**config.mk**
```make
export PLATFORM = sky130hd
export DESIGN_NAME = misc_system_instruction_unit
export DESIGN_NICKNAME = d
export VERILOG_FILES = /design/src/misc_sys_pkg.sv /design/src/event_sleep_ctrl.sv /design/src/misc_system_instruction_unit.sv /design/src/special_reg_file.sv
export SDC_FILE = /design/constraint.sdc
export NUM_CORES = 1
export LEC_CHECK = 0
export ABC_AREA = 0
export BUFFER_PORTS_ARGS = -buffer_cell sky130_fd_sc_hd__buf_2
export CAP_MARGIN = 10
export CORE_ASPECT_RATIO = 0.6
export CORE_MARGIN = 2
export CORE_UTILIZATION = 52
export CTS_CLUSTER_DIAMETER = 50
export DETAILED_ROUTE_END_ITERATION = 12
export PLACE_DENSITY_LB_ADDON = 0.12
export SYNTH_ARGS = -nofsm -noshare
export SYNTH_HDL_FRONTEND = slang
export SYNTH_SLANG_ARGS = --single-unit
```
**constraint.sdc**
```tcl
create_clock -name i_clk_sys -period 4.3 [get_ports i_clk_sys]
set_input_delay 0.43 -clock i_clk_sys [delete_from_list [all_inputs] [get_ports i_clk_sys]]
set_output_delay 0.43 -clock i_clk_sys [all_outputs]
set_load 0.01 [all_outputs]
```
**src/misc_sys_pkg.sv**
```systemverilog
package misc_sys_pkg;

    // ----------------------------------------
    // instruction classes
    // ----------------------------------------
    typedef enum logic [3:0] {
        OP_NOP  = 4'h0,
        OP_BREAKPOINT_INSTR = 4'h1,
        OP_CPS  = 4'h2,
        OP_DMB  = 4'h3,
        OP_DSB  = 4'h4,
        OP_ISB  = 4'h5,
        OP_MRS  = 4'h6,
        OP_MSR  = 4'h7,
        OP_SEV  = 4'h8,
        OP_SVC  = 4'h9,
        OP_WFE  = 4'hA,
        OP_WFI  = 4'hB,
        OP_IT   = 4'hC
    } op_type;

    // ----------------------------------------
    // special register selectors
    // ----------------------------------------
    typedef enum logic [3:0] {
        SR_APPLICATION_STATUS_FLAGS  = 4'h0, SR_IAPSR = 4'h1, SR_EAPSR = 4'h2,
        SR_PSR   = 4'h3, SR_EXCEPTION_NUMBER_FIELD  = 4'h4, SR_EXECUTION_STATE_FIELD  = 4'h5,
        SR_IEPSR = 4'h6, SR_MSP   = 4'h7, SR_PSP   = 4'h8,
        SR_IMASK = 4'h9, SR_BPRI  = 4'hA, SR_BPMAX = 4'hB,
        SR_FMASK = 4'hC, SR_CTRL  = 4'hD
    } sreg_type;

    // ----------------------------------------
    // sequencer states
    // ----------------------------------------
    typedef enum logic [4:0] {
        ST_RUN   = 5'h01,
        ST_DRAIN = 5'h02,
        ST_FLUSH = 5'h04,
        ST_SLEEP = 5'h08,
        ST_HALT  = 5'h10
    } state_type;

    // ----------------------------------------
    // field positions and reset values
    // ----------------------------------------
    localparam int          FLAGS_LO      = 27;
    localparam int          FLAGS_HI      = 31;
    localparam int          BPRI_W        = 8;
    localparam logic [4:0]  FLAGS_RST     = 5'h00;
    localparam logic [7:0]  BPRI_RST      = 8'h00;
    localparam logic [1:0]  CTRL_RST      = 2'h0;
    localparam logic [31:0] SP_RST        = 32'h00000000;
    localparam logic [7:0]  IT_RST        = 8'h00;
    localparam logic        EVENT_RST     = 1'b0;

endpackage : misc_sys_pkg

```
**src/event_sleep_ctrl.sv**
```systemverilog
`timescale 1ns/100ps
`default_nettype none

module event_sleep_ctrl
    import misc_sys_pkg::*;
(
    input  wire logic i_clk_sys,
    input  wire logic i_nrst,
    input  wire logic i_wfe_go,
    input  wire logic i_wfi_go,
    input  wire logic i_sev_local,
    input  wire logic i_ext_event,
    input  wire logic i_asleep,
    input  wire logic i_exc_unmasked,
    input  wire logic i_exc_new_pend,
    input  wire logic i_wake_on_pending,
    input  wire logic i_debug_req,
    input  wire logic i_debug_en,
    input  wire logic i_irq_taken,
    input  wire logic i_irq_pend_imask,
    output logic      o_event,
    output logic      o_wfe_sleeps,
    output logic      o_wake
);
    logic event_q;
    logic event_d;
    logic wfe_mode_q;
    logic wfe_wake;
    logic wfi_wake;

    // ----------------------------------------
    // event register
    // ----------------------------------------
    // a set in the consume cycle wins so no event is lost
    assign event_d = (i_sev_local | i_ext_event) | (event_q & ~i_wfe_go);

    always_ff @(posedge i_clk_sys or negedge i_nrst)
    begin
        if (!i_nrst)
            event_q <= EVENT_RST;
        else
            event_q <= event_d;
    end

    always_ff @(posedge i_clk_sys or negedge i_nrst)
    begin
        if (!i_nrst)
            wfe_mode_q <= 1'b0;
        else if (i_wfe_go | i_wfi_go)
            wfe_mode_q <= i_wfe_go;
    end

    // ----------------------------------------
    // wake conditions
    // ----------------------------------------
    assign wfe_wake = i_exc_unmasked | (i_exc_new_pend & i_wake_on_pending)
                    | (i_debug_req & i_debug_en) | i_ext_event;
    assign wfi_wake = i_irq_taken | i_irq_pend_imask | i_debug_req;

    assign o_event      = event_q;
    assign o_wfe_sleeps = ~event_q;
    assign o_wake       = i_asleep & (wfe_mode_q ? wfe_wake : wfi_wake);

endmodule : event_sleep_ctrl
`default_nettype wire

```
**src/misc_system_instruction_unit.sv**
```systemverilog
`timescale 1ns/100ps
`default_nettype none

module misc_system_instruction_unit
    import misc_sys_pkg::*;
(
    input  wire logic                   i_clk_sys,
    input  wire logic                   i_nrst,
    input  wire logic                   i_instr_valid,
    input  wire misc_sys_pkg::op_type   i_op,
    input  wire misc_sys_pkg::sreg_type i_sreg_sel,
    input  wire logic [31:0]            i_wdata,
    input  wire logic                   i_priv,
    input  wire logic                   i_cps_disable,
    input  wire logic                   i_cps_i,
    input  wire logic                   i_cps_f,
    input  wire logic [3:0]             i_it_cond,
    input  wire logic [3:0]             i_it_mask,
    input  wire logic                   i_mem_busy,
    input  wire logic                   i_ext_event,
    input  wire logic                   i_exc_unmasked,
    input  wire logic                   i_exc_new_pend,
    input  wire logic                   i_wake_on_pending,
    input  wire logic                   i_debug_req,
    input  wire logic                   i_debug_en,
    input  wire logic                   i_debug_resume,
    input  wire logic                   i_irq_taken,
    input  wire logic                   i_irq_pend_imask,
    output logic                        o_instr_ready,
    output logic                        o_executed,
    output logic [31:0]                 o_rdata,
    output logic                        o_rdata_valid,
    output logic                        o_mem_order_hold,
    output logic                        o_pipe_flush,
    output logic                        o_debug_halt,
    output logic                        o_halted,
    output logic                        o_svc_req,
    output logic                        o_sev_out,
    output logic                        o_sleeping,
    output logic                        o_event,
    output logic                        o_in_it_block,
    output logic [4:0]                  o_flags,
    output logic                        o_int_mask,
    output logic                        o_fault_mask,
    output logic [7:0]                  o_base_priority_mask,
    output logic [1:0]                  o_control
);

    // ----------------------------------------
    // condition check against n z c v
    // ----------------------------------------
    function automatic logic cond_ok(input logic [3:0] c, input logic [3:0] f);
        logic n;
        logic z;
        logic cy;
        logic v;
        logic r;
        n  = f[3];
        z  = f[2];
        cy = f[1];
        v  = f[0];
        case (c[3:1])
            3'h0:    r = z;
            3'h1:    r = cy;
            3'h2:    r = n;
            3'h3:    r = v;
            3'h4:    r = cy & ~z;
            3'h5:    r = (n == v);
            3'h6:    r = (n == v) & ~z;
            default: r = 1'b1;
        endcase
        // odd codes invert, except the always code
        if (c[0] && (c != 4'hF))
            r = ~r;
        return r;
    endfunction : cond_ok

    // ----------------------------------------
    // declarations
    // ----------------------------------------
    state_type   state_q;
    state_type   state_d;
    logic [7:0]  it_q;
    logic [7:0]  it_d;
    logic [7:0]  it_next;
    logic        hold_q;
    logic        hold_d;
    logic [31:0] rdata_d;
    logic [31:0] rdata_q;
    logic        rvalid_q;
    logic        flush_q;
    logic        breakpoint_instr_q;
    logic        svc_q;
    logic        sev_q;
    logic        exec_q;
    logic [31:0] msp;
    logic [31:0] psp;
    logic        wfe_sleeps;
    logic        wake;

    wire         accept;
    wire         in_it;
    wire         pass;
    wire         run;
    wire         is_breakpoint_instr;
    wire         do_breakpoint_instr;
    wire         do_cps;
    wire         do_dmb;
    wire         do_dsb;
    wire         do_isb;
    wire         do_mrs;
    wire         do_msr;
    wire         do_sev;
    wire         do_svc;
    wire         do_wfe;
    wire         do_wfi;
    wire         do_it;
    wire         wfe_sleep;
    wire [31:0]  flag_word;

    // ----------------------------------------
    // issue and condition decode
    // ----------------------------------------
    // only the run state takes instructions; all stalls live here
    assign o_instr_ready = (state_q == ST_RUN);
    assign accept        = i_instr_valid & o_instr_ready;
    assign in_it         = (it_q[3:0] != 4'h0);
    assign pass          = ~in_it | cond_ok(it_q[7:4], o_flags[4:1]);
    assign is_breakpoint_instr       = (i_op == OP_BREAKPOINT_INSTR);
    assign run           = accept & (pass | is_breakpoint_instr);

    assign do_breakpoint_instr   = run & is_breakpoint_instr;
    assign do_cps    = run & (i_op == OP_CPS);
    assign do_dmb    = run & (i_op == OP_DMB);
    assign do_dsb    = run & (i_op == OP_DSB);
    assign do_isb    = run & (i_op == OP_ISB);
    assign do_mrs    = run & (i_op == OP_MRS);
    assign do_msr    = run & (i_op == OP_MSR);
    assign do_sev    = run & (i_op == OP_SEV);
    assign do_svc    = run & (i_op == OP_SVC);
    assign do_wfe    = run & (i_op == OP_WFE);
    assign do_wfi    = run & (i_op == OP_WFI);
    // a nested if-then is not allowed; it is treated as a no-op
    assign do_it     = run & (i_op == OP_IT) & ~in_it;
    assign wfe_sleep = do_wfe & wfe_sleeps;

    // ----------------------------------------
    // if-then tracking
    // ----------------------------------------
    // top three condition bits stay, the low five bits shift one slot per instruction
    assign it_next = (it_q[2:0] == 3'h0) ? IT_RST : {it_q[7:5], it_q[3:0], 1'b0};

    assign it_d = (accept & in_it) ? it_next :
                  do_it            ? {i_it_cond, i_it_mask} :
                                     it_q;

    always_ff @(posedge i_clk_sys or negedge i_nrst)
    begin
        if (!i_nrst)
            it_q <= IT_RST;
        else
            it_q <= it_d;
    end

    // ----------------------------------------
    // barrier tracking
    // ----------------------------------------
    // the load/store unit must hold new accesses while this is high,
    // other instructions keep flowing
    assign hold_d = (do_dmb & i_mem_busy) | (hold_q & i_mem_busy);

    always_ff @(posedge i_clk_sys or negedge i_nrst)
    begin
        if (!i_nrst)
            hold_q <= 1'b0;
        else
            hold_q <= hold_d;
    end

    // ----------------------------------------
    // sequencer
    // ----------------------------------------
    always_comb
    begin
        state_d = state_q;
        unique case (state_q)
            ST_RUN:
            begin
                if (do_dsb)
                    state_d = ST_DRAIN;
                else if (do_isb)
                    state_d = ST_FLUSH;
                else if (do_breakpoint_instr)
                    state_d = ST_HALT;
                else if (do_wfi | wfe_sleep)
                    state_d = ST_SLEEP;
            end
            ST_DRAIN:
            begin
                if (!i_mem_busy)
                    state_d = ST_RUN;
            end
            ST_FLUSH:
            begin
                state_d = ST_RUN;
            end
            ST_SLEEP:
            begin
                if (wake)
                    state_d = ST_RUN;
            end
            ST_HALT:
            begin
                if (i_debug_resume)
                    state_d = ST_RUN;
            end
            default:
            begin
                state_d = ST_RUN;
            end
        endcase
    end

    always_ff @(posedge i_clk_sys or negedge i_nrst)
    begin
        if (!i_nrst)
            state_q <= ST_RUN;
        else
            state_q <= state_d;
    end

    // ----------------------------------------
    // special register read
    // ----------------------------------------
    // status views carry flags only; execution and exception fields are zero
    assign flag_word = {o_flags, 27'h0000000};

    always_comb
    begin
        rdata_d = 32'h00000000;
        unique case (i_sreg_sel)
            SR_APPLICATION_STATUS_FLAGS, SR_IAPSR, SR_EAPSR, SR_PSR:
                rdata_d = flag_word;
            SR_EXCEPTION_NUMBER_FIELD, SR_EXECUTION_STATE_FIELD, SR_IEPSR:
                rdata_d = 32'h00000000;
            SR_MSP:
                rdata_d = msp;
            SR_PSP:
                rdata_d = psp;
            SR_IMASK:
                rdata_d = {31'h00000000, o_int_mask};
            SR_BPRI, SR_BPMAX:
                rdata_d = {24'h000000, o_base_priority_mask};
            SR_FMASK:
                rdata_d = {31'h00000000, o_fault_mask};
            SR_CTRL:
                rdata_d = {30'h00000000, o_control};
            default:
                rdata_d = 32'h00000000;
        endcase
    end

    // ----------------------------------------
    // result and pulse registers
    // ----------------------------------------
    always_ff @(posedge i_clk_sys or negedge i_nrst)
    begin
        if (!i_nrst)
        begin
            rdata_q  <= 32'h00000000;
            rvalid_q <= 1'b0;
        end
        else
        begin
            rvalid_q <= do_mrs;
            if (do_mrs)
                rdata_q <= rdata_d;
        end
    end

    // nop needs no state: it retires like any other accepted instruction not skipped in an if-then block
    always_ff @(posedge i_clk_sys or negedge i_nrst)
    begin
        if (!i_nrst)
        begin
            flush_q <= 1'b0;
            breakpoint_instr_q  <= 1'b0;
            svc_q   <= 1'b0;
            sev_q   <= 1'b0;
            exec_q  <= 1'b0;
        end
        else
        begin
            flush_q <= do_isb;
            breakpoint_instr_q  <= do_breakpoint_instr;
            svc_q   <= do_svc;
            sev_q   <= do_sev;
            exec_q  <= run;
        end
    end

    // ----------------------------------------
    // special registers
    // ----------------------------------------
    special_reg_file u_regs (
        .i_clk_sys     (i_clk_sys),
        .i_nrst        (i_nrst),
        .i_wr_en       (do_msr),
        .i_sel         (i_sreg_sel),
        .i_wdata       (i_wdata),
        .i_priv        (i_priv),
        .i_cps_en      (do_cps),
        .i_cps_disable (i_cps_disable),
        .i_cps_i       (i_cps_i),
        .i_cps_f       (i_cps_f),
        .o_flags       (o_flags),
        .o_int_mask    (o_int_mask),
        .o_fault_mask  (o_fault_mask),
        .o_base_priority_mask     (o_base_priority_mask),
        .o_control     (o_control),
        .o_msp         (msp),
        .o_psp         (psp)
    );

    // ----------------------------------------
    // event register and wake logic
    // ----------------------------------------
    event_sleep_ctrl u_sleep (
        .i_clk_sys         (i_clk_sys),
        .i_nrst            (i_nrst),
        .i_wfe_go          (do_wfe),
        .i_wfi_go          (do_wfi),
        .i_sev_local       (do_sev),
        .i_ext_event       (i_ext_event),
        .i_asleep          (state_q == ST_SLEEP),
        .i_exc_unmasked    (i_exc_unmasked),
        .i_exc_new_pend    (i_exc_new_pend),
        .i_wake_on_pending (i_wake_on_pending),
        .i_debug_req       (i_debug_req),
        .i_debug_en        (i_debug_en),
        .i_irq_taken       (i_irq_taken),
        .i_irq_pend_imask  (i_irq_pend_imask),
        .o_event           (o_event),
        .o_wfe_sleeps      (wfe_sleeps),
        .o_wake            (wake)
    );

    // ----------------------------------------
    // outputs
    // ----------------------------------------
    assign o_executed       = exec_q;
    assign o_rdata          = rdata_q;
    assign o_rdata_valid    = rvalid_q;
    assign o_mem_order_hold = hold_q;
    assign o_pipe_flush     = flush_q;
    assign o_debug_halt     = breakpoint_instr_q;
    assign o_halted         = (state_q == ST_HALT);
    assign o_svc_req        = svc_q;
    assign o_sev_out        = sev_q;
    assign o_sleeping       = (state_q == ST_SLEEP);
    assign o_in_it_block    = in_it;

endmodule : misc_system_instruction_unit
`default_nettype wire

```
**src/special_reg_file.sv**
```systemverilog
`timescale 1ns/100ps
`default_nettype none

module special_reg_file
    import misc_sys_pkg::*;
(
    input  wire logic                 i_clk_sys,
    input  wire logic                 i_nrst,
    input  wire logic                 i_wr_en,
    input  wire misc_sys_pkg::sreg_type i_sel,
    input  wire logic [31:0]          i_wdata,
    input  wire logic                 i_priv,
    input  wire logic                 i_cps_en,
    input  wire logic                 i_cps_disable,
    input  wire logic                 i_cps_i,
    input  wire logic                 i_cps_f,
    output logic [4:0]                o_flags,
    output logic                      o_int_mask,
    output logic                      o_fault_mask,
    output logic [7:0]                o_base_priority_mask,
    output logic [1:0]                o_control,
    output logic [31:0]               o_msp,
    output logic [31:0]               o_psp
);
    logic       sel_flags;
    logic       wr_flags;
    logic       wr_priv;
    logic       bpmax_ok;
    logic [7:0] new_bp;

    // ----------------------------------------
    // write decode
    // ----------------------------------------
    // exception_number_field/execution_state_field/iepsr never reach a field: those bits are not stored
    assign sel_flags = (i_sel == SR_APPLICATION_STATUS_FLAGS) | (i_sel == SR_IAPSR)
                     | (i_sel == SR_EAPSR) | (i_sel == SR_PSR);
    assign wr_flags  = i_wr_en & sel_flags;
    assign wr_priv   = i_wr_en & i_priv;
    assign new_bp    = i_wdata[BPRI_W-1:0];
    assign bpmax_ok  = (new_bp != 8'h00)
                     & ((o_base_priority_mask == 8'h00) | (new_bp < o_base_priority_mask));

    always_ff @(posedge i_clk_sys or negedge i_nrst)
    begin
        if (!i_nrst)
        begin
            o_flags      <= FLAGS_RST;
            o_int_mask   <= 1'b0;
            o_fault_mask <= 1'b0;
            o_base_priority_mask    <= BPRI_RST;
            o_control    <= CTRL_RST;
            o_msp        <= SP_RST;
            o_psp        <= SP_RST;
        end
        else
        begin
            if (wr_flags)
                o_flags <= i_wdata[FLAGS_HI:FLAGS_LO];
            if (i_cps_en & i_priv & i_cps_i)
                o_int_mask <= i_cps_disable;
            else if (wr_priv & (i_sel == SR_IMASK))
                o_int_mask <= i_wdata[0];
            if (i_cps_en & i_priv & i_cps_f)
                o_fault_mask <= i_cps_disable;
            else if (wr_priv & (i_sel == SR_FMASK))
                o_fault_mask <= i_wdata[0];
            if (wr_priv & ((i_sel == SR_BPRI) | ((i_sel == SR_BPMAX) & bpmax_ok)))
                o_base_priority_mask <= new_bp;
            if (wr_priv & (i_sel == SR_CTRL))
                o_control <= i_wdata[1:0];
            if (wr_priv & (i_sel == SR_MSP))
                o_msp <= {i_wdata[31:2], 2'b00};
            if (wr_priv & (i_sel == SR_PSP))
                o_psp <= {i_wdata[31:2], 2'b00};
        end
    end

endmodule : special_reg_file
`default_nettype wire

```
; After elaboration in Yosys (flattened, before gate mapping)
; Index checks and enable logic that the tools add are counted.
[word_totals]
ff_bits = 131
latch_bits = 0
ram_bits = 0
rom_bits = 0
output_inout_bits = 61
elab_cells = 153
n_memories = 0
[classes]
addsub = 0
n_mul = 0
n_div = 0
n_lt_le_gt_ge = 1
eq_ne = 39
shifts = 0
muxes = 19
n_bitwise = 60
n_reduce_logical = 14
[ops]
columns = cell, n
row1 = case mux 32 bit (7 select lines), 1
row2 = "equality test 4 bit, second input constant", 11
row3 = AND 1 bit, 38
row4 = 2-to-1 mux 5 bit, 7
row5 = 2-to-1 mux 8 bit, 3
row6 = "equality test 4 x 3 -> 1 bit, second input constant", 5
row7 = case mux 5 bit (4 select lines), 1
row8 = bitwise OR 1 bit, 17
row9 = "equality test 4 x 2 -> 1 bit, second input constant", 4
row10 = "equality test 3 bit, second input constant", 3
row11 = "equality test 4 x 1 -> 1 bit, second input constant", 2
row12 = zero test 8 bit, 1
row13 = < comparator 8 bit, 1
row14 = "!= test 2 bit, second input constant", 4
row15 = nonzero test 8 bit, 1
row16 = case mux 1 bit (7 select lines), 1
row17 = "equality test 3 x 2 -> 1 bit, second input constant", 2
row18 = zero test 3 bit, 2
row19 = 2-to-1 mux 1 bit, 6
row20 = nonzero test 2 bit, 3
row21 = "equality test 5 x 1 -> 1 bit, second input constant", 1
row22 = "equality test 5 x 2 -> 1 bit, second input constant", 1
row23 = "equality test 5 x 4 -> 1 bit, second input constant", 1
row24 = "equality test 5 bit, second input constant", 1
row25 = 12 further kinds, 16

; Longest topological paths before layout
; Gate-level depths: netlist (run 1).
[logic_depth]
ltp_word = 16
ltp_mapped = 9
ltp_nobuf = 8

; Modules after synthesis
; From an unflattened synthesis (run 1), not the netlist that was laid out.
[hier_totals]
hier_cells = 479
hier_area_um2 = 6152.2
[by_module_without_submodules]
columns = module, instances, cells_each, area_per_inst_um2, seq_area_each_um2
row1 = special_reg_file, 1, 216, 3211.8, 1926.8
row2 = misc_system_instruction_unit, 1, 252, 2832.7, 1302.5
row3 = event_sleep_ctrl, 1, 11, 107.6, 50.0

; Worst setup path after synthesis (run 1)
; Ideal clock, no wire load.
[synth_timing]
kind = reg-to-reg
startpoint = register u_regs.o_flags[1]
endpoint = register u_regs.o_base_priority_mask[0]
arrival_ns = 2.304
t_required_ns = 4.175
path_slack_ns = 1.871
stages_incl_launch_ff = 8
path_buffers = 1
path_cell_list = dfrtp_1 > mux4_2 > or2_1 > nand4bb_2 > mux2i_2 > buf_6 > nor4_4 > mux2_2
[synth_via]
elab_chain_cells = 11
[synth_rtl]
columns = element, line_no
row1 = from (decl), special_reg_file.sv:17  ; output logic [4:0] o_flags,
row2 = from (signal assigned), special_reg_file.sv:58  ; o_flags <= i_wdata[FLAGS_HI:FLAGS_LO];
row3 = equality test 1 bit, "misc_system_instruction_unit.sv:68, misc_system_instruction_unit.sv:69"
row4 = AND 1 bit, misc_system_instruction_unit.sv:69  ; 3'h6: r = (n == v) & ~z;
row5 = case mux 1 bit (7 select lines) (*), misc_system_instruction_unit.sv:62  ; case (c[3:1])
row6 = inverter 1 bit, misc_system_instruction_unit.sv:74  ; r = ~r;
row7 = 2-to-1 mux 1 bit (*), misc_system_instruction_unit.sv:73  ; if (c[0] && (c != 4'hF))
row8 = bitwise OR 1 bit (*), misc_system_instruction_unit.sv:128  ; assign pass = ~in_it | cond_ok(it_q[7:4], o_flags[4:1]);
row9 = bitwise OR 1 bit (*), misc_system_instruction_unit.sv:130  ; assign run = accept & (pass | is_breakpoint_instr);
row10 = AND 1 bit (*), misc_system_instruction_unit.sv:130
row11 = AND 1 bit (*), misc_system_instruction_unit.sv:138  ; assign do_msr = run & (i_op == OP_MSR);
row12 = AND 1 bit (*), special_reg_file.sv:38  ; assign wr_priv = i_wr_en & i_priv;
row13 = AND 1 bit (*), special_reg_file.sv:67  ; if (wr_priv & ((i_sel == SR_BPRI) | ((i_sel == SR_BPMAX) & bpmax_ok)))
row14 = to (signal assigned), special_reg_file.sv:68  ; o_base_priority_mask <= new_bp;
row15 = to (decl), special_reg_file.sv:20  ; output logic [7:0] o_base_priority_mask,
; Every way passes the cells marked *; elsewhere a longest branch is shown, timed or not.
; A chain may end at the register's enable or synchronous reset.

; Worst setup path in the final report (run 1)
[layout_timing]
startpoint = register it_q[6]
endpoint = register rdata_q[19], in the netlist o_rdata[19]
[layout_via]
elab_chain_cells = 8
[layout_rtl]
columns = element, line_no
row1 = from (decl), misc_system_instruction_unit.sv:83  ; logic [7:0] it_q;
row2 = from (signal assigned), misc_system_instruction_unit.sv:162  ; it_q <= it_d;
row3 = "equality test 3 bit, or another cell as far along", misc_system_instruction_unit.sv:62
row4 = case mux 1 bit (7 select lines), misc_system_instruction_unit.sv:62
row5 = inverter 1 bit, misc_system_instruction_unit.sv:74
row6 = 2-to-1 mux 1 bit (*), misc_system_instruction_unit.sv:73
row7 = bitwise OR 1 bit (*), misc_system_instruction_unit.sv:128
row8 = bitwise OR 1 bit (*), misc_system_instruction_unit.sv:130
row9 = AND 1 bit (*), misc_system_instruction_unit.sv:130
row10 = AND 1 bit (*), misc_system_instruction_unit.sv:137  ; assign do_mrs = run & (i_op == OP_MRS);
row11 = to (signal assigned), misc_system_instruction_unit.sv:277  ; rdata_q <= rdata_d;
row12 = to (decl), misc_system_instruction_unit.sv:89  ; logic [31:0] rdata_q;
; Marked as above.

==> metrics.md, run 1 <==
| Metric | Value |
|---|---|
| Status | finished, final reports clean |
| Post-DP HPWL | 9.86 mm |
| Post-synth ARST share | 100% |
| Capturing element type of the critical path | flip-flop |
| Synth unique cells | 58 |
| Die height | 87.3 µm |
| Initial antenna violation count | 0 |
| Synth-to-layout area growth | 23.1% |
| Drt drc | 0 |
| Setup violations, final | 0 |
| Clock latency on the worst-skew pair | 0.41 ns |
| GRT met3 Usage | 6.05% |
| GRT met1 Usage | 36.0% |
| Post-CTS Setup Bufs | 0 |
| Synth Flop Type | dfrtp_1 |
| GR peak layer | met2 |
| Post-DR vias/cell | 5.70 |
| Reg2Reg Setup Slack | 1.36 ns |
| I/O pins | 126 |
| Layout cells sized above 1 | 43.5% |
| CP max FO | 30 |
| Slew Viols, Final | 0 |
| First-pass GRT wire length | 23.3 mm |
| Initial Util | 53.2% |
| Worst R2R End | o_rdata[19] |
| Vias | 4433 |
| EDFF count, synth | 0 |
| Core Area | 11300 µm² |
| FF+latch count, synth | 131 |
| Wire length per cell | 18.8 µm |
| Final core occ | 65.5% |
| Final hold viol count | 0 |
| Post-layout min period | 2.94 ns |
| Setup_tns | 0 ns |
| Worst clock skew | 0.00991 ns |
| Setup slack at placement | 1.27 ns |
| DRT Pass-1 Iters | 5 |
| Die W | 143 µm |
| Post-CTS sizing | 0 |
| Clk slew on worst S/H paths | 0.06 ns |
| RSZ-0062 raised after global routing | false |
| Iteration-0 DRC count of the detailed router | 252 |
| # hold bufs at CTS | 0 |
| Post-Synthesis Cell Area | 6010 µm² |
| Slew at the pin closest to its max-slew limit | 0.964 ns |
| Die Area | 12500 µm² |
| Leak pwr | 0.00369 µW |
| Final Cycle Share | 68.4% |
| Row count | 30 |
| Total grt overflow | 0 |
| Max-cap violations | 0 |
| Post-route ant nets | 0 |
| Crit path kind | flip-flop to flip-flop |
| Antenna Cells | 0 |
| Commonest non-fill, non-tap cell in the layout | dfrtp_1 |
| IO buf count | 125 |
| FF-to-FF path depth | 7 |
| Syn Nets | 546 |
| Warnings, synthesis | 0 |
| Pwr Density | 473 nW/µm² |
| Clock root buffer | clkbuf_16 |
| H-tree Lvls | 4 |
| Layout net count | 677 |
| Clk buf depth | 2 |
| Largest net degree at the start of global routing | 75 |
| Via count of the first global-routing pass | 4430 |
| Seq/Total Area, Yosys | 54.6% |
| Syn avg cell area | 12.7 µm² |
| Final WL | 14.6 mm |
| Hold crit path type | input pin to asynchronous set/reset pin |
| Post-Syn Instances | 474 |
| Routability cong. | 0.877 |
| Final worst-path setup slack | 1.36 ns |
| Max rail drop VDD | 0.000277 V |
| Critical Path RT | 4.59 ns |
| Placed Cells | 746 |
| Startpoint types | flip-flop |
| Commonest non-fill, non-tap cells in the layout | dfrtp_1, buf_2, mux2_2 |
| CTS tree | done |
| Peak Freq | 340 MHz |
| Worst reg2reg path startpoint | it_q[6] |
| M2 GR Usage | 36.8% |
| GRT Overall Usage | 24.8% |
| TritonCTS buffer count | 17 |
| Clock sinks | 131 |
| Non-filler cells, final | 778 |
| Slew HR | 35.7% |
| CP Data Arrival Time | 3.23 ns |
worst max-delay path, stage by stage (launching register included):
cell and delay [ns]:
dfrtp_1 0.47, mux4_2 0.53, or2_1 0.27, nand4bb_2 0.11, mux2i_2 0.24, nor3_4 0.30, buf_4 0.47, mux2_2 0.42
layout make-up:
type                       count  area (µm²)
tap                          160         200
fill                         853        3900
sequential                   131        3280
multi-input combinational    292        2540
clock buffer                  21         450
timing repair buffer         133         688
inverter                      30         113
clock inverter                11         129
metrics by stage:
step	hold WS [ns]	cell area, µm²	power (µW)
floorplan	0.134	6010	1830
global placement	0.464	6820	2090
detailed placement	0.472	6820	2110
CTS	0.188	7400	3530
global route	0.208	7400	3660
finish	0.162	7400	3500
cells in the mapped netlist, types with 2 or more instances:
library cell | count | area [µm²]
nor4_1 | 4 | 25.0
o211ai_1 | 2 | 15.0
nand2b_1 | 7 | 43.8
mux2_2 | 92 | 1040
o22ai_1 | 3 | 18.8
mux2i_1 | 15 | 150
nor3_1 | 8 | 40.0
a21oi_1 | 7 | 35.0
buf_2 | 11 | 55.1
ha_1 | 7 | 87.6
nand3_1 | 8 | 40.0
and3_1 | 4 | 25.0
or2_2 | 2 | 12.5
a22o_1 | 20 | 175
o41ai_1 | 4 | 35.0
mux2_1 | 4 | 45.0
a211oi_1 | 3 | 22.5
a32oi_1 | 2 | 17.5
nand2_1 | 14 | 52.6
o21ai_0 | 5 | 25.0
nand4_1 | 6 | 37.5
nor3b_1 | 4 | 30.0
clkbuf_1 | 9 | 33.8
a222oi_1 | 11 | 110
and2_1 | 2 | 12.5
inv_1 | 30 | 113
nor2_1 | 21 | 78.8
o31ai_1 | 5 | 37.5
dfrtp_1 | 130 | 3250
nor2b_1 | 4 | 25.0
or4_1 | 2 | 15.0
xor2_1 | 2 | 17.5
state kept, by name, indices dropped and copies added, names as in the netlist, 2 cells and up:
signal                       cells
u_regs.o_psp                    30
it_q                             8
u_regs.o_control                 2
u_regs.o_flags                   5
u_regs.o_msp                    30
o_rdata                         32
state_q                          5
u_regs.o_base_priority_mask      8
cell families after synthesis:
group                    Yosys count  synth area share [%]
XOR/XNOR                           2                 0.291
multiplexers                     113                  21.1
flip-flops                       131                  54.6
buffers and inverters             51                  3.54
adder cells (fa/ha/maj)            7                  1.46
AO/OA/AOI/OAI                     74                  9.89
AND/OR/NAND/NOR                   96                  9.18
how the worst max path moves through the flow:
stage | endpoint | cells after the start | from
final | o_rdata[19] | 7 | it_q[6]
after detailed placement | o_rdata[25] | 8 | i_op[0]
after global placement | o_rdata[25] | 8 | i_op[0]
after floorplan | u_regs.o_base_priority_mask[0] | 7 | u_regs.o_flags[1]
after CTS | u_regs.o_psp[24] | 7 | it_q[6]
after global routing | u_regs.o_msp[2] | 7 | it_q[6]
layer usage:
layer  vias to the layer above  part of all wire [%]
li1                       2028                     -
met1                      2189                    47
met5                         -                     0
met2                       192                    44
met4                         0                   1.3
met3                        24                   7.5
power by group:
group	switching, µW	internal, µW	leakage [µW]	total (µW)
logic	364	249	0.00164	613
clock network	540	872	0.000278	1410
registers	109	1370	0.00177	1470
total	1010	2490	0.00369	3500
No activity file was read; power rests on OpenSTA's default activity.
==> inputs of run 2 (changes only) <==
--- a/config.mk
+++ b/config.mk
@@ -10,7 +10,7 @@
 export CAP_MARGIN = 10
 export CORE_ASPECT_RATIO = 0.6
 export CORE_MARGIN = 2
-export CORE_UTILIZATION = 52
+export CORE_UTILIZATION = 49
 export CTS_CLUSTER_DIAMETER = 50
 export DETAILED_ROUTE_END_ITERATION = 12
 export PLACE_DENSITY_LB_ADDON = 0.12
==> constraint.sdc (replaced) <==
create_clock -name i_clk_sys -period 2.55 [get_ports i_clk_sys]
set_input_delay 0.255 -clock i_clk_sys [delete_from_list [all_inputs] [get_ports i_clk_sys]]
set_output_delay 0.255 -clock i_clk_sys [all_outputs]
set_load 0.01 [all_outputs]
==> run 2 against run 1 <==
  * Sequential share of layout area is 2.1 points lower
  * Clock skew is 0.0016 ns lower
  * Clock power is 76% higher
  * Wire length is 3.4% higher
  * Flip-flop and latch count stayed put
  * Cell area is 5.0% higher
  * First-iteration DRC count is 20% higher
  * Total power is 77% higher
  * Worst hold slack worse by 0.12 ns
==> metrics.md, run 2 (synthesis results as in run 1) <==
| Metric | Value |
|---|---|
| Post-DP HPWL | 10.5 mm |
| Pwr Density | 795 nW/µm² |
| Post-layout min period | 2.48 ns |
| CP bufs+invs | 1 |
| Post-DR vias/cell | 5.63 |
| CTS tree | done |
| Slowest cell on crit path | dfrtp_1 |
| CP peak stage delay | 0.46 ns |
| Top routing layer in use | met4 |
| Synth-to-layout area growth | 29.3% |
| Initial antenna violation count | 0 |
| Pwr Total | 6180 µW |
| Slew HR | 64.4% |
| Post-route ant nets | 0 |
| Iteration-0 DRC count of the detailed router | 302 |
| Critical Path RT | 2.84 ns |
| Placed Cells | 775 |
| Startpoint types | flip-flop |
| Slew Viols, Final | 0 |
| Hold crit path type | input pin to flip-flop |
| Max reg flops | 32 |
| Initial Util | 50.0% |
| Via count of the first global-routing pass | 4635 |
| Clk slew on worst S/H paths | 0.06 ns |
| Core Area | 12000 µm² |
| Antenna Cells | 0 |
| Crit path kind | flip-flop to flip-flop |
| WL met1 | 7.30 mm |
| Peak Freq | 404 MHz |
| Drt drc | 0 |
| Commonest non-fill, non-tap cells in the layout | dfrtp_1, buf_2, mux2_2 |
| CP Data Arrival Time | 2.76 ns |
| Largest net degree at the start of global routing | 54 |
| Total grt overflow | 0 |
| DRT Pass-1 Iters | 7 |
| IO buf count | 125 |
| GRT Overall Usage | 23.7% |
| Routability cong. | 0.961 |
| Vias | 4549 |
| First-pass GRT wire length | 24.4 mm |
| I/O pins | 126 |
| Clock latency on the worst-skew pair | 0.41 ns |
| Clk buf depth | 2 |
| Wire length per cell | 18.7 µm |
| Die height | 89.8 µm |
| CP Cell Sequence | or3b_1 -> a21oi_2 -> nor2_1 -> mux2i_4 -> nor4_4 -> buf_6 -> mux2_2 |
| Layout net count | 703 |
| Final Cycle Share | 97.1% |
| Max rail drop VDD | 0.000495 V |
| Die Area | 13200 µm² |
| Layout cells sized above 1 | 46.7% |
| Non-filler cells, final | 808 |
| Commonest non-fill, non-tap cell in the layout | dfrtp_1 |
| Status | finished, final reports clean |
| Row count | 31 |
| Die W | 147 µm |
| Leak pwr | 0.00387 µW |
| Setup violations, final | 0 |
| Final WL | 15.1 mm |
| H-tree Lvls | 4 |
| Filler cell count | 946 |
| TritonCTS buffer count | 17 |
| Clock root buffer | clkbuf_16 |
| Capturing element type of the critical path | flip-flop |
| Clock sinks | 131 |
| Worst clock skew | 0.00834 ns |
| Met3 wire length | 829 µm |
| CP max FO | 15 |
| Top delay family on crit path | simple AND/OR/NAND/NOR gates |
| Max-cap violations | 0 |
| Slew at the pin closest to its max-slew limit | 0.531 ns |
| Final hold viol count | 0 |
| RSZ-0062 raised after global routing | true |
| Met2 wire len | 6.81 mm |
## run 2: final cells by class
class                           instances  area [µm²]  share of cell area (%)
Clock buffer                           22         474                    6.10
Tap cell                              165         206                    2.66
Multi-Input combinational cell        292        2610                    33.6
Timing Repair Buffer                  159         958                    12.3
Clock inverter                          9         129                    1.66
Sequential cell                       131        3280                    42.2
Inverter                               30         113                    1.45
## run 2: final timing paths
check	startpoint	to	slack [ns]	cells past startpoint
min in group asynchronous	i_nrst	o_rdata_valid	0.35	2
setup / recovery	it_q[5]	u_regs.o_psp[6]	0.07	7
hold reg to reg	o_rdata[25]	o_rdata[25]	0.48	1
max in group asynchronous	i_nrst	u_regs.o_flags[4]	1.42	3
setup reg to reg	it_q[5]	u_regs.o_psp[6]	0.07	7
hold / removal	i_debug_resume	state_q[4]	0.04	2
## run 2: layer usage
metal	vias to the layer above	track usage, %
met5	-	0
met2	147	34.5
met1	2308	35.6
li1	2077	-
met4	0	6.81
met3	17	5.69
## run 2: metrics by stage
stage | setup slack (ns) | hold WS, ns | util [%] | instance area, µm² | TNS (ns)
floorplan | 0.121 | -0.0406 | - | 6010 | 0
global placement | -0.0758 | 0.225 | 58.7 | 7060 | -0.0758
detailed placement | -0.116 | 0.229 | 58.7 | 7060 | -1.97
CTS | 0.00780 | 0.0185 | 64.1 | 7710 | 0
global route | -0.0555 | 0.0391 | 64.7 | 7770 | -2.01
finish | 0.0731 | 0.0388 | 64.7 | 7770 | 0
## run 2: timing repair
| action | in CTS | in global routing |
|---|---|---|
| hold endpoints to repair | 46 | 0 |
| buffers inserted | 0 | 1 |
| pin swaps | 2 | 2 |
| setup endpoints to repair | 66 | 78 |
| gates resized for setup | 7 | 10 |
| hold buffers | 1 | 0 |
| cloned | 0 | 0 |
## run 2: power by group
part	switching (µW)	total [µW]	internal (µW)	leakage, µW
Sequential	162	2460	2300	0.00177
Combinational	698	1240	541	0.00180
Clock	873	2480	1610	0.000292
Total	1730	6180	4450	0.00387
## run 2: worst register-to-register path, cell delays in order, from the launching register on
cell	delay, ns
dfrtp_1	0.46
or3b_1	0.41
a21oi_2	0.19
nor2_1	0.10
mux2i_4	0.27
nor4_4	0.33
buf_6	0.25
mux2_2	0.36
